### src/include/rtcp_regs.svh
// Register offsets, field positions, reset values and counts for the
// reload timer with capture and PWM.
// Assumes a 32-bit AHB-Lite slave where each register takes one aligned word.
`ifndef RTCP_REGS_SVH
`define RTCP_REGS_SVH

// ----------------------------------------------------------------------------
// Register byte offsets
// ----------------------------------------------------------------------------
`define RTCP_OFS_MODE_CTRL 12'h000
`define RTCP_OFS_SC_ZERO 12'h004
`define RTCP_OFS_SC_ONE 12'h008
`define RTCP_OFS_CAPTURE 12'h00C
`define RTCP_OFS_COMPARE 12'h010
`define RTCP_OFS_LOAD 12'h014
`define RTCP_OFS_COUNTER 12'h018
`define RTCP_OFS_IRQ_STATUS 12'h01C
`define RTCP_OFS_IRQ_MASK 12'h020

// ----------------------------------------------------------------------------
// Field positions and writable masks
// ----------------------------------------------------------------------------
`define RTCP_SC0_OVF_BIT 0
`define RTCP_SC0_EF_BIT 1
`define RTCP_SC0_CPF_BIT 2
`define RTCP_MODE_WMASK 8'h37
`define RTCP_SC1_WMASK 8'h7F
`define RTCP_IRQ_WMASK 3'h7

// ----------------------------------------------------------------------------
// Reset values and counts
// ----------------------------------------------------------------------------
`define RTCP_RST_BYTE 8'h00
`define RTCP_RST_FLAGS 3'h0
`define RTCP_RST_PRESC 7'h00
`define RTCP_COUNT_MAX 8'hFF
`define RTCP_DIV3_LAST 2'h2

`endif

### src/include/rtcp_pkg.sv
// Types shared by the reload timer with capture and PWM.
// Assumes rtcp_regs.svh supplies the numeric constants.
package rtcp_pkg;

    // ------------------------------------------------------------------------
    // Modes and clock sources
    // ------------------------------------------------------------------------
    typedef enum logic [1:0] {
        RTCP_MODE_RELOAD,
        RTCP_MODE_CAPTURE,
        RTCP_MODE_CAP_RESET,
        RTCP_MODE_EXT_LOAD
    } rtcp_mode_t;

    typedef enum logic [1:0] {
        RTCP_CLK_STOP,
        RTCP_CLK_INT,
        RTCP_CLK_DIV3,
        RTCP_CLK_PIN
    } rtcp_clk_src_t;

    // ------------------------------------------------------------------------
    // Register layouts
    // ------------------------------------------------------------------------
    typedef struct packed {
        logic [1:0] unused_hi;
        rtcp_mode_t mode;
        logic unused_lo;
        logic external_irq_enable;
        logic compare_irq_enable;
        logic overflow_irq_enable;
    } rtcp_mode_ctrl_t;

    typedef struct packed {
        logic unused;
        logic [2:0] prescale_sel;
        rtcp_clk_src_t clk_sel;
        logic edge_sel_hi;
        logic edge_sel_lo;
    } rtcp_sc_one_t;

    typedef struct packed {
        logic capture;
        logic compare;
        logic overflow;
    } rtcp_events_t;

    typedef struct packed {
        logic valid;
        logic write;
        logic [11:0] addr;
    } rtcp_ahb_phase_t;

endpackage : rtcp_pkg

### src/core/rtcp_timer.sv
// Reload timer with input capture, capture-with-reset, external load and
// PWM output, reached by software over an AHB-Lite slave port.
// Assumes one clock hclk at 250 MHz; the timer input pin is asynchronous.
//
// The register addresses and the AHB-Lite register port were decided locally.
`timescale 1ns/1ns
`default_nettype none
`include "rtcp_regs.svh"

// Overview of operation
// - In the capture modes the counter counts up by one on every prescaler output tick.
// - In the capture modes an enabled input edge copies the count to the capture register, sets the event flag and may request an interrupt.
// - The event flag stays set until software clears it.
// - Overflow drives the output pin high and a compare match drives it low and sets the match flag.
// - A compare match requests an interrupt only while the compare interrupt enable is set.
// - The compare match flag stays set until software clears it.
// - The prescaler sets the PWM period and the compare register sets its duty cycle.
// - Two clock-select bits and three prescale-select bits in control register one steer the clock.
// - In capture-with-reset mode each capture also clears the counter and the prescaler.
// - In external-load mode an enabled input edge loads the capture register into the counter.
// - Every load of the counter also resets the prescaler.
// - Writing 06h to status register zero clears only the overflow flag.
// - An interrupt arriving during service is held and taken afterwards.
module rtcp_timer
    import rtcp_pkg::*;
(
    // Clock and reset
    input wire logic hclk,
    input wire logic hresetn,
    // AHB-Lite slave
    input wire logic hsel,
    input wire logic [31:0] haddr,
    input wire logic [1:0] htrans,
    input wire logic hwrite,
    input wire logic [2:0] hsize,
    input wire logic [31:0] hwdata,
    input wire logic hready,
    output logic hreadyout,
    output logic hresp,
    output logic [31:0] hrdata,
    // Timer pins
    input wire logic timer_input_pin,
    output logic timer_output_pin,
    // Interrupt
    output logic irq
);

    // ------------------------------------------------------------------------
    // Helpers
    // ------------------------------------------------------------------------
    // Hardware set wins over a clear arriving in the same cycle.
    function automatic logic [2:0] flag_update(input logic [2:0] old_val,
                                               input logic [2:0] set_bits,
                                               input logic [2:0] clr_bits);
        flag_update = (old_val & ~clr_bits) | set_bits;
    endfunction : flag_update

    function automatic logic [6:0] presc_mask(input logic [2:0] sel);
        logic [7:0] ones;
        ones = (8'h01 << sel) - 8'h01;
        presc_mask = ones[6:0];
    endfunction : presc_mask

    // ------------------------------------------------------------------------
    // State
    // ------------------------------------------------------------------------
    rtcp_mode_ctrl_t timer_mode_ctrl;
    rtcp_sc_one_t status_ctrl_one;
    logic [2:0] status_ctrl_zero;
    logic [7:0] capture_reload_reg;
    logic [7:0] compare_value_reg;
    logic [7:0] load_value_reg;
    logic [7:0] up_counter;
    logic [6:0] prescaler;
    logic [1:0] div3_count;
    logic [2:0] irq_status;
    logic [2:0] irq_mask;
    rtcp_ahb_phase_t data_phase;
    logic pin_meta;
    logic pin_sync;
    logic pin_prev;

    // ------------------------------------------------------------------------
    // Bus decode
    // ------------------------------------------------------------------------
    logic addr_phase;
    logic wr_active;
    logic [7:0] wbyte;
    logic wr_mode;
    logic wr_sc0;
    logic wr_sc1;
    logic wr_capture;
    logic wr_compare;
    logic wr_load;
    logic wr_counter;
    logic wr_irq_status;
    logic wr_irq_mask;
    assign addr_phase = hsel && htrans[1] && hready;
    assign wr_active = data_phase.valid && data_phase.write;
    assign wbyte = hwdata[7:0];
    assign wr_mode = wr_active && (data_phase.addr == `RTCP_OFS_MODE_CTRL);
    assign wr_sc0 = wr_active && (data_phase.addr == `RTCP_OFS_SC_ZERO);
    assign wr_sc1 = wr_active && (data_phase.addr == `RTCP_OFS_SC_ONE);
    assign wr_capture = wr_active && (data_phase.addr == `RTCP_OFS_CAPTURE);
    assign wr_compare = wr_active && (data_phase.addr == `RTCP_OFS_COMPARE);
    assign wr_load = wr_active && (data_phase.addr == `RTCP_OFS_LOAD);
    assign wr_counter = wr_active && (data_phase.addr == `RTCP_OFS_COUNTER);
    assign wr_irq_status = wr_active && (data_phase.addr == `RTCP_OFS_IRQ_STATUS);
    assign wr_irq_mask = wr_active && (data_phase.addr == `RTCP_OFS_IRQ_MASK);

    // Every transfer completes with no wait state and an OKAY answer.
    assign hreadyout = 1'b1;
    assign hresp = 1'b0;

    always_ff @(posedge hclk or negedge hresetn) begin
        if (!hresetn) begin
            data_phase <= '0;
        end else if (hready) begin
            data_phase.valid <= addr_phase;
            data_phase.write <= hwrite;
            data_phase.addr <= {haddr[11:2], 2'b00};
        end
    end

    // Read data is sampled in the address phase, so a read that directly
    // follows a write to the same register returns the value before the write.
    logic [31:0] next_rdata;
    always_comb begin
        next_rdata = 32'h0000_0000;
        if (haddr[11:0] == `RTCP_OFS_MODE_CTRL) begin
            next_rdata[7:0] = timer_mode_ctrl;
        end else if (haddr[11:0] == `RTCP_OFS_SC_ZERO) begin
            next_rdata[2:0] = status_ctrl_zero;
        end else if (haddr[11:0] == `RTCP_OFS_SC_ONE) begin
            next_rdata[7:0] = status_ctrl_one;
        end else if (haddr[11:0] == `RTCP_OFS_CAPTURE) begin
            next_rdata[7:0] = capture_reload_reg;
        end else if (haddr[11:0] == `RTCP_OFS_COMPARE) begin
            next_rdata[7:0] = compare_value_reg;
        end else if (haddr[11:0] == `RTCP_OFS_LOAD) begin
            next_rdata[7:0] = load_value_reg;
        end else if (haddr[11:0] == `RTCP_OFS_COUNTER) begin
            next_rdata[7:0] = up_counter;
        end else if (haddr[11:0] == `RTCP_OFS_IRQ_STATUS) begin
            next_rdata[2:0] = irq_status;
        end else if (haddr[11:0] == `RTCP_OFS_IRQ_MASK) begin
            next_rdata[2:0] = irq_mask;
        end
    end

    always_ff @(posedge hclk or negedge hresetn) begin
        if (!hresetn) begin
            hrdata <= 32'h0000_0000;
        end else if (addr_phase && !hwrite) begin
            hrdata <= next_rdata;
        end
    end

    // ------------------------------------------------------------------------
    // Control registers
    // ------------------------------------------------------------------------
    always_ff @(posedge hclk or negedge hresetn) begin
        if (!hresetn) begin
            timer_mode_ctrl <= `RTCP_RST_BYTE;
            status_ctrl_one <= `RTCP_RST_BYTE;
            compare_value_reg <= `RTCP_RST_BYTE;
            load_value_reg <= `RTCP_RST_BYTE;
            irq_mask <= `RTCP_RST_FLAGS;
        end else begin
            if (wr_mode) begin
                timer_mode_ctrl <= wbyte & `RTCP_MODE_WMASK;
            end
            if (wr_sc1) begin
                status_ctrl_one <= wbyte & `RTCP_SC1_WMASK;
            end
            if (wr_compare) begin
                compare_value_reg <= wbyte;
            end
            if (wr_load) begin
                load_value_reg <= wbyte;
            end
            if (wr_irq_mask) begin
                irq_mask <= wbyte[2:0] & `RTCP_IRQ_WMASK;
            end
        end
    end

    // ------------------------------------------------------------------------
    // Input pin synchroniser and edge detect
    // ------------------------------------------------------------------------
    always_ff @(posedge hclk or negedge hresetn) begin
        if (!hresetn) begin
            pin_meta <= 1'b0;
            pin_sync <= 1'b0;
            pin_prev <= 1'b0;
        end else begin
            pin_meta <= timer_input_pin;
            pin_sync <= pin_meta;
            pin_prev <= pin_sync;
        end
    end

    logic pin_rise;
    logic pin_fall;
    logic edge_hit;
    logic capture_mode;
    logic capture_event;
    logic cap_reset_event;
    logic ext_load_event;
    assign pin_rise = pin_sync && !pin_prev;
    assign pin_fall = !pin_sync && pin_prev;
    // Low select bit arms rising edges, high select bit arms falling edges.
    assign edge_hit = (status_ctrl_one.edge_sel_lo && pin_rise)
                      || (status_ctrl_one.edge_sel_hi && pin_fall);
    assign capture_mode = (timer_mode_ctrl.mode == RTCP_MODE_CAPTURE)
                          || (timer_mode_ctrl.mode == RTCP_MODE_CAP_RESET);
    assign capture_event = capture_mode && edge_hit;
    assign cap_reset_event = edge_hit && (timer_mode_ctrl.mode == RTCP_MODE_CAP_RESET);
    assign ext_load_event = edge_hit && (timer_mode_ctrl.mode == RTCP_MODE_EXT_LOAD);

    // ------------------------------------------------------------------------
    // Clock source and prescaler
    // ------------------------------------------------------------------------
    logic src_tick;
    logic count_tick;
    logic counter_load;
    always_ff @(posedge hclk or negedge hresetn) begin
        if (!hresetn) begin
            div3_count <= 2'h0;
        end else if (div3_count == `RTCP_DIV3_LAST) begin
            div3_count <= 2'h0;
        end else begin
            div3_count <= div3_count + 2'h1;
        end
    end

    // The pin source is only meant for auto-reload mode; software keeps to
    // the internal sources in the other modes and never switches while running.
    always_comb begin
        case (status_ctrl_one.clk_sel)
            RTCP_CLK_INT: src_tick = 1'b1;
            RTCP_CLK_DIV3: src_tick = (div3_count == `RTCP_DIV3_LAST);
            RTCP_CLK_PIN: src_tick = pin_rise;
            default: src_tick = 1'b0;
        endcase
    end

    // The prescaler output ticks once every 2 to the power prescale_sel
    // source ticks, which sets the PWM period.
    assign count_tick = src_tick
        && ((prescaler & presc_mask(status_ctrl_one.prescale_sel))
            == presc_mask(status_ctrl_one.prescale_sel));
    logic overflow_event;
    logic reload_event;
    assign overflow_event = count_tick && (up_counter == `RTCP_COUNT_MAX);
    assign reload_event = overflow_event && (timer_mode_ctrl.mode == RTCP_MODE_RELOAD);
    assign counter_load = wr_counter || ext_load_event || cap_reset_event || reload_event;
    always_ff @(posedge hclk or negedge hresetn) begin
        if (!hresetn) begin
            prescaler <= `RTCP_RST_PRESC;
        end else if (counter_load) begin
            prescaler <= `RTCP_RST_PRESC;
        end else if (src_tick) begin
            prescaler <= prescaler + 7'h01;
        end
    end

    // ------------------------------------------------------------------------
    // Counter
    // ------------------------------------------------------------------------
    logic [7:0] next_count;
    always_comb begin
        next_count = up_counter;
        if (wr_counter) begin
            next_count = wbyte;
        end else if (ext_load_event) begin
            next_count = capture_reload_reg;
        end else if (cap_reset_event) begin
            next_count = 8'h00;
        end else if (reload_event) begin
            next_count = load_value_reg;
        end else if (count_tick) begin
            next_count = up_counter + 8'h01;
        end
    end
    always_ff @(posedge hclk or negedge hresetn) begin
        if (!hresetn) begin
            up_counter <= `RTCP_RST_BYTE;
        end else begin
            up_counter <= next_count;
        end
    end
    always_ff @(posedge hclk or negedge hresetn) begin
        if (!hresetn) begin
            capture_reload_reg <= `RTCP_RST_BYTE;
        end else if (capture_event) begin
            capture_reload_reg <= up_counter;
        end else if (wr_capture) begin
            capture_reload_reg <= wbyte;
        end
    end

    // ------------------------------------------------------------------------
    // Compare, PWM output and flags
    // ------------------------------------------------------------------------
    logic compare_event;
    assign compare_event = count_tick && !counter_load
                           && (next_count == compare_value_reg);

    // Outside auto-reload mode a match on the same tick as the overflow wins, so
    // there a compare value of zero holds the output low; a reload masks the match.
    always_ff @(posedge hclk or negedge hresetn) begin
        if (!hresetn) begin
            timer_output_pin <= 1'b0;
        end else if (compare_event) begin
            timer_output_pin <= 1'b0;
        end else if (overflow_event) begin
            timer_output_pin <= 1'b1;
        end
    end

    rtcp_events_t hw_events;
    assign hw_events.capture = capture_event || ext_load_event;
    assign hw_events.compare = compare_event;
    assign hw_events.overflow = overflow_event;
    logic [2:0] sc0_set;
    logic [2:0] sc0_clr;
    always_comb begin
        sc0_set = 3'h0;
        sc0_set[`RTCP_SC0_OVF_BIT] = hw_events.overflow;
        sc0_set[`RTCP_SC0_EF_BIT] = hw_events.capture;
        sc0_set[`RTCP_SC0_CPF_BIT] = hw_events.compare;
    end
    // Writing a zero clears a flag and a one leaves it, so 06h clears only
    // the overflow flag and a capture racing the write is never lost.
    assign sc0_clr = wr_sc0 ? ~wbyte[2:0] : 3'h0;
    always_ff @(posedge hclk or negedge hresetn) begin
        if (!hresetn) begin
            status_ctrl_zero <= `RTCP_RST_FLAGS;
        end else begin
            status_ctrl_zero <= flag_update(status_ctrl_zero, sc0_set, sc0_clr);
        end
    end

    // ------------------------------------------------------------------------
    // Interrupt requests
    // ------------------------------------------------------------------------
    logic [2:0] irq_set;
    logic [2:0] irq_clr;
    assign irq_set = {hw_events.capture && timer_mode_ctrl.external_irq_enable,
                      hw_events.compare && timer_mode_ctrl.compare_irq_enable,
                      hw_events.overflow && timer_mode_ctrl.overflow_irq_enable};
    assign irq_clr = wr_irq_status ? wbyte[2:0] : 3'h0;
    // Requests stay pending while another is serviced and raise the line
    // again as soon as the earlier one is cleared.
    always_ff @(posedge hclk or negedge hresetn) begin
        if (!hresetn) begin
            irq_status <= `RTCP_RST_FLAGS;
        end else begin
            irq_status <= flag_update(irq_status, irq_set, irq_clr);
        end
    end

    assign irq = |(irq_status & irq_mask);

endmodule : rtcp_timer
`default_nettype wire

### config.mk
export PLATFORM = sky130hd
export DESIGN_NAME = rtcp_timer
export DESIGN_NICKNAME = d
export VERILOG_FILES = /design/src/include/rtcp_pkg.sv /design/src/core/rtcp_timer.sv
export VERILOG_INCLUDE_DIRS = /design/src /design/src/include
export SDC_FILE = /design/constraint.sdc
export NUM_CORES = 1
export LEC_CHECK = 0
export BUFFER_PORTS_ARGS = -buffer_cell sky130_fd_sc_hd__buf_2
export CORE_AREA = 2 2 143 117
export CTS_BUF_LIST = sky130_fd_sc_hd__clkbuf_8
export DETAILED_ROUTE_END_ITERATION = 8
export DIE_AREA = 0 0 145 119
export PLACE_DENSITY_LB_ADDON = 0.15
export SLEW_MARGIN = 10
export SYNTH_ARGS = -nofsm -noshare
export SYNTH_HDL_FRONTEND = slang
export SYNTH_SLANG_ARGS = --single-unit
### constraint.sdc
create_clock -name hclk -period 5.1 [get_ports hclk]
set_input_delay 1.02 -clock hclk [delete_from_list [all_inputs] [get_ports hclk]]
set_output_delay 1.02 -clock hclk [all_outputs]
set_load 0.03 [all_outputs]
After elaboration in Yosys (flattened, before gate mapping)
Index checks and enable logic that the tools add are counted.
{"block": "word_totals", "ff_bits": 86, "out_inout_bits": 36, "elab_cells": 136, "input_bits": 75}
{"block": "classes", "reduce_logical": 45, "addsub": 4, "eq_ne": 26, "n_shift": 1, "muxes": 26, "n_bitwise": 9}
{"cell": "$mux W8", "n": 12}
{"cell": "$eq A12 B5 Y1 const B", "n": 4}
{"cell": "$eq A10 B3 Y1 const B", "n": 4}
{"cell": "$logic_and A1 B1 Y1", "n": 28}
{"cell": "$eq A12 B4 Y1 const B", "n": 2}
{"cell": "$logic_not A12 Y1", "n": 2}
{"cell": "$eq A10 B2 Y1 const B", "n": 2}
{"cell": "$mux W3", "n": 6}
{"cell": "$mux W7", "n": 2}
{"cell": "$eq A12 B3 Y1 const B", "n": 1}
{"cell": "$eq A12 B6 Y1 const B", "n": 1}
{"cell": "$eq A10 B1 Y1 const B", "n": 1}
{"cell": "$eq A10 B4 Y1 const B", "n": 1}
{"cell": "$eq A2 B2 Y1 const B", "n": 5}
{"cell": "$mux W5", "n": 2}
{"cell": "$and A3 B3 Y3", "n": 3}
{"cell": "$not A3 Y3", "n": 3}
{"cell": "$add A8 B1 Y8 const B", "n": 1}
{"cell": "$eq A8 B8 Y1", "n": 1}
{"cell": "$eq A8 B8 Y1 const B", "n": 1}
{"cell": "$add A7 B1 Y7 const B", "n": 1}
{"cell": "$and A7 B7 Y7", "n": 1}
{"cell": "$eq A7 B7 Y1", "n": 1}
{"cell": "$shl A1 B3 Y7 const A", "n": 1}
{"cell": "12 further kinds", "n": 25}

Depth between registers and ports, before layout
{"block": "logic_depth", "word_depth": 15, "ltp_mapped": 12, "depth_no_buf": 11}

Least setup slack after synthesis
No wires, ideal clock.
{"block": "synth_path", "path_kind": "input port to flip-flop", "startpoint": "in haddr[11]", "endpoint": "reg hrdata[0]", "required_time_ns": 5.024, "path_buffers": 0, "stages": 9, "slack_ns": 1.893, "arrival_time_ns": 3.130, "setup_time_ns": 0.076, "path_cell_list": "nor4_1 -> nand2_1 -> or4b_2 -> nor4_2 -> a22oi_1 -> nand2_1 -> mux2i_1 -> a31o_2 -> o21ai_1"}
{"block": "synth_via", "elab_chain_cells": 10, "word_cells_on_any_way": 18, "cone_classes": "eq/ne (8); mux (9); reduce/logical (1)"}
{"element": "start: declaration", "line": "rtcp_timer.sv:32", "rtl": "input wire logic [31:0] haddr,"}
{"element": "$eq A12 B6 Y1 (no line)"}
{"element": "$mux W3", "line": "rtcp_timer.sv:146", "rtl": "end else if (haddr[11:0] == `RTCP_OFS_IRQ_MASK) begin"}
{"element": "$mux W3", "line": "rtcp_timer.sv:144", "rtl": "end else if (haddr[11:0] == `RTCP_OFS_IRQ_STATUS) begin"}
{"element": "$mux W3", "line": "rtcp_timer.sv:142", "rtl": "end else if (haddr[11:0] == `RTCP_OFS_COUNTER) begin"}
{"element": "$mux W8", "line": "rtcp_timer.sv:140", "rtl": "end else if (haddr[11:0] == `RTCP_OFS_LOAD) begin"}
{"element": "$mux W8", "line": "rtcp_timer.sv:138", "rtl": "end else if (haddr[11:0] == `RTCP_OFS_COMPARE) begin"}
{"element": "$mux W8", "line": "rtcp_timer.sv:136", "rtl": "end else if (haddr[11:0] == `RTCP_OFS_CAPTURE) begin"}
{"element": "$mux W8", "line": "rtcp_timer.sv:134", "rtl": "end else if (haddr[11:0] == `RTCP_OFS_SC_ONE) begin"}
{"element": "$mux W3", "line": "rtcp_timer.sv:132", "rtl": "end else if (haddr[11:0] == `RTCP_OFS_SC_ZERO) begin"}
{"element": "$mux W8 *", "line": "rtcp_timer.sv:130", "rtl": "if (haddr[11:0] == `RTCP_OFS_MODE_CTRL) begin"}
{"element": "end signal: assignment", "line": "rtcp_timer.sv:155", "rtl": "hrdata <= next_rdata;"}
{"element": "end: declaration", "line": "rtcp_timer.sv:40", "rtl": "output logic [31:0] hrdata,"}
Mark *: on every way between the ends. The rest lies on a longest branch, timed or not.
A chain may end at the register's enable or synchronous reset.

Worst setup path after layout
{"block": "layout_path", "startpoint": "reg data_phase[7] (netlist bit)", "endpoint": "reg irq_status[1]"}
{"block": "layout_via", "elab_chain_cells": 10, "word_cells_on_any_way": 17, "cone_classes": "eq/ne (3); mux (2); bitwise (3); reduce/logical (9)"}
{"element": "start: declaration", "line": "rtcp_timer.sv:78", "rtl": "rtcp_ahb_phase_t data_phase;"}
{"element": "branches (longest 9 deep; another with $eq A10 B3 Y1)"}
{"element": "$or A3 B3 Y3 *", "line": "rtcp_timer.sv:55", "rtl": "flag_update = (old_val & ~clr_bits) | set_bits;"}
{"element": "end signal: assignment", "line": "rtcp_timer.sv:358", "rtl": "irq_status <= `RTCP_RST_FLAGS;"}
{"element": "end signal: assignment", "line": "rtcp_timer.sv:360", "rtl": "irq_status <= flag_update(irq_status, irq_set, irq_clr);"}
{"element": "end: declaration", "line": "rtcp_timer.sv:76", "rtl": "logic [2:0] irq_status;"}
Every way passes the cells marked *.

==> Flow_metrics.wiki <==
{| class="wikitable"
! Metric !! Value
|-
| Post-Place Cells || 711
|-
| Post-Syn Instances || 465
|-
| Design Power || 1760 uW
|-
| Clock root buffer || clkbuf_8
|-
| Wire length after detailed routing || 12900 um
|-
| Clock Power Share || 0.318
|-
| Power spent charging and discharging nets || 540 uW
|-
| Number of hold buffers added after CTS || 0
|-
| Number of global-route vias before repair || 3708
|-
| Total area of sequential cells || 0.00215 mm2
|-
| Cell internal power dissipation || 1220 uW
|-
| VDD IR max || 0.135 mV
|-
| GRT Residual Overflow || 0
|-
| Pleak || 0.00238 uW
|-
| Type of the setup path with the least slack || reg2reg
|-
| Unrepaired setup endpoints after global routing || no
|-
| Fraction of power consumed by sequential logic || 0.501
|-
| Effective utilization at floorplan || 0.293
|-
| Sum of net half-perimeters after detailed placement || 9430 um
|-
| Fraction of final layout cells sized beyond drive strength 1 || 0.211
|-
| I/O pins || 111
|-
| Crit Path Max Fanout || 12
|-
| Type of the most critical hold path || reg2reg
|-
| Reg with most FFs || data_phase
|-
| Power per Cell Area || 333 mW/mm2
|-
| Most common flop cell mapped by yosys || dfrtp_1
|-
| Area used by multi-input combinational logic || 0.00234 mm2
|-
| Area growth from synthesis to final layout || 12.3%
|-
| Vias per cell || 5.08
|-
| RR Startpoint || data_phase[7]
|-
| DRC violations left || 0
|-
| Reg-to-reg critical path endpoint || irq_status[1]
|-
| GRT Resource Usage Total || 0.162
|-
| Count of antenna diodes in the layout || 0
|-
| Count of buffers from port buffering || 36
|-
| Clock tree buffer depth || 2
|-
| 1st-pass router iterations || 5
|-
| Maximum level of the CTS H-tree || 3
|-
| Setup violation total in the final timing report || 0
|-
| Final setup TNS || 0 ps
|-
| Number of gates resized after CTS || 0
|-
| Largest register FFs || 12
|-
| Chip Height || 119 um
|-
| Worst setup SP type || flop
|-
| GPL Wtd Cong || 0.841
|-
| Number of fill cells || 1676
|-
| Clock insertion delay at the later pin of the skew report || 380 ps
|-
| Non-filler instance count after layout || 727
|-
| Antenna violation net count after detailed routing || 0
|-
| Bufs and invs on worst path || 0
|-
| Yosys reg bits || 86
|-
| Hold endpoint || pin_sync
|-
| EDFF count, synth || 0
|-
| Number of buffers inserted to repair setup after CTS || 0
|-
| Required time worst endpoint || 5410 ps
|-
| Mapped cell area || 0.00469 mm2
|-
| Sequential-to-total area share from yosys stat || 0.459
|-
| Worst Max-Slew Pin Slew || 1020 ps
|-
| Area of the die || 0.0173 mm2
|-
| Post-CTS clock slew at the launch and capture registers of the worst setup and hold paths || 90 ps
|-
| Delay of the slowest cell on the worst path || 570 ps
|-
| Per-cell routed wire length || 17.8 um
|-
| Leading cell types in the layout, fill and taps excluded || dfrtp_1, nand2_1, mux2_2, nor2_1, buf_2
|-
| Number of hold-slack violations in the final timing report || 0
|-
| Cell accounting for the most synthesized area || dfrtp_1
|-
| Slew Viols, Final || 0
|-
| Number of warnings issued by yosys || 0
|-
| Antenna violations before repair || 0
|-
| Yosys top cell area share || 0.459
|-
| Wire length of the first global-routing pass || 21300 um
|-
| Cell types occupying the most area after synthesis || dfrtp_1, mux2_2, buf_4, nand2_1, mux2i_1
|-
| Async set-or-reset flop fraction in the synthesized netlist || 1.00
|-
| Number of sinks on the clock net || 86
|-
| Average instance area after synthesis || 10.1 um2
|-
| Top Family by Delay on Critical Path || simple AND/OR/NAND/NOR gates
|-
| Switching portion of total power || 0.307
|-
| Distinct cell type count of the synthesized netlist || 63
|-
| Inserted Clock Buffers || 9
|-
| Count of standard-cell rows || 42
|-
| Cells on Worst Hold Path || 0
|-
| Number of cells on the critical path || 9
|-
| Worst-case headroom to the max-slew limit || 0.312
|-
| FMAX || 0.269 GHz
|-
| Final critical-path share of the clock period || 0.730
|-
| Die extent in x || 145 um
|-
| Portion of total power attributed to combinational logic || 0.182
|-
| Type of element capturing the critical path || flop
|-
| Most common cell after layout, fill and taps aside || dfrtp_1
|-
| DRT iter0 DRCs || 382
|-
| Maximum capacitance violations || 0
|-
| Number of nets in the layout || 582
|-
| Crit-path slowest cell || or4_1
|-
| Number of cell instances on the worst register-to-register path || 9
|-
| Series of cell instances along the critical path || nor4_4 > nand4_1 > and3_1 > a21oi_2 > o211ai_1 > xor2_1 > or4_1 > nor4_2 > a22o_1
|-
| Largest net degree at the start of global routing || 45
|-
| Number of vias in the routed layout || 3696
|-
| Worst endpoint data arrival time || 4040 ps
|-
| Worst hold path startpoint || pin_meta
|-
| Setup crit start || data_phase[7]
|-
| Area inside the core boundary || 0.0160 mm2
|-
| Outcome || complete, no violations
|-
| Fin Clk Skew || 14.4 ps
|-
| Final Util || 0.329
|-
| CTS tree || yes
|-
| Tmin final || 3720 ps
|-
| R2R setup slack || 1380 ps
|}
==> worst max path at each step <==
| stage | endpoint | slack [ps] |
|---|---|---|
| CTS | irq_status[1] | 1410 |
| detailed placement | irq_status[1] | 1440 |
| global route | irq_status[1] | 1140 |
| finish | irq_status[1] | 1380 |
| global placement | irq_status[1] | 1470 |
| floorplan | hrdata[0] | 1890 |
==> through the flow <==
stage	hold WS [ps]	cell area [um2]	setup WS (ps)
after floorplan	331	4780	1890
after global placement	342	5030	1470
after detailed placement	338	5030	1440
after CTS	359	5270	1410
after global routing	365	5270	1140
final	356	5270	1380
==> cell usage after synthesis (11+ instances only) <==
master,count
mux2i_1,14
mux2_2,41
nor2_1,36
o21ai_0,15
dfrtp_1,86
nand2_1,48
inv_1,12
buf_4,27
nand3_1,11
nor3_1,11
a21oi_1,21
==> per-layer routing <==
| layer | part of all wire | vias to the layer above | GRT usage |
|---|---|---|---|
| li1 | - | 1722 | - |
| met1 | 0.51 | 1829 | 0.243 |
| met2 | 0.40 | 131 | 0.220 |
| met3 | 0.072 | 14 | 0.0444 |
| met4 | 0.018 | 0 | 0.0600 |
| met5 | 0 | - | 0 |
==> power by group through the flow <==
stage / logic, uW / registers (uW) / clock network [uW]
after floorplan: 258 / 858 / 0
after global placement: 313 / 890 / 0
after detailed placement: 319 / 892 / 0
after CTS: 321 / 879 / 577
after global routing: 364 / 899 / 607
final: 319 / 880 / 558
==> cells by family (layout without fill, tap and decap cells) <==
family / after synthesis / count (layout) / share of synthesized area
fa+ha+maj: 5 / 5 / 0.0133
buf+inv: 51 / 69 / 0.0626
simple gates: 165 / 165 / 0.184
mux: 57 / 57 / 0.133
xor+xnor: 10 / 10 / 0.0187
flops: 86 / 86 / 0.459
other cells: 2 / 26 / 0.00160
compound gates: 89 / 89 / 0.128
==> layout make-up <==
class                      instances  area share
timing repair buffer              41      0.0418
inverter                          12     0.00855
clock buffer                      12      0.0313
multi-input combinational        352       0.445
clock inverter                     4      0.0131
sequential                        86       0.408
tap                              220      0.0522
Note: power is estimated with default switching activity, not from simulation.
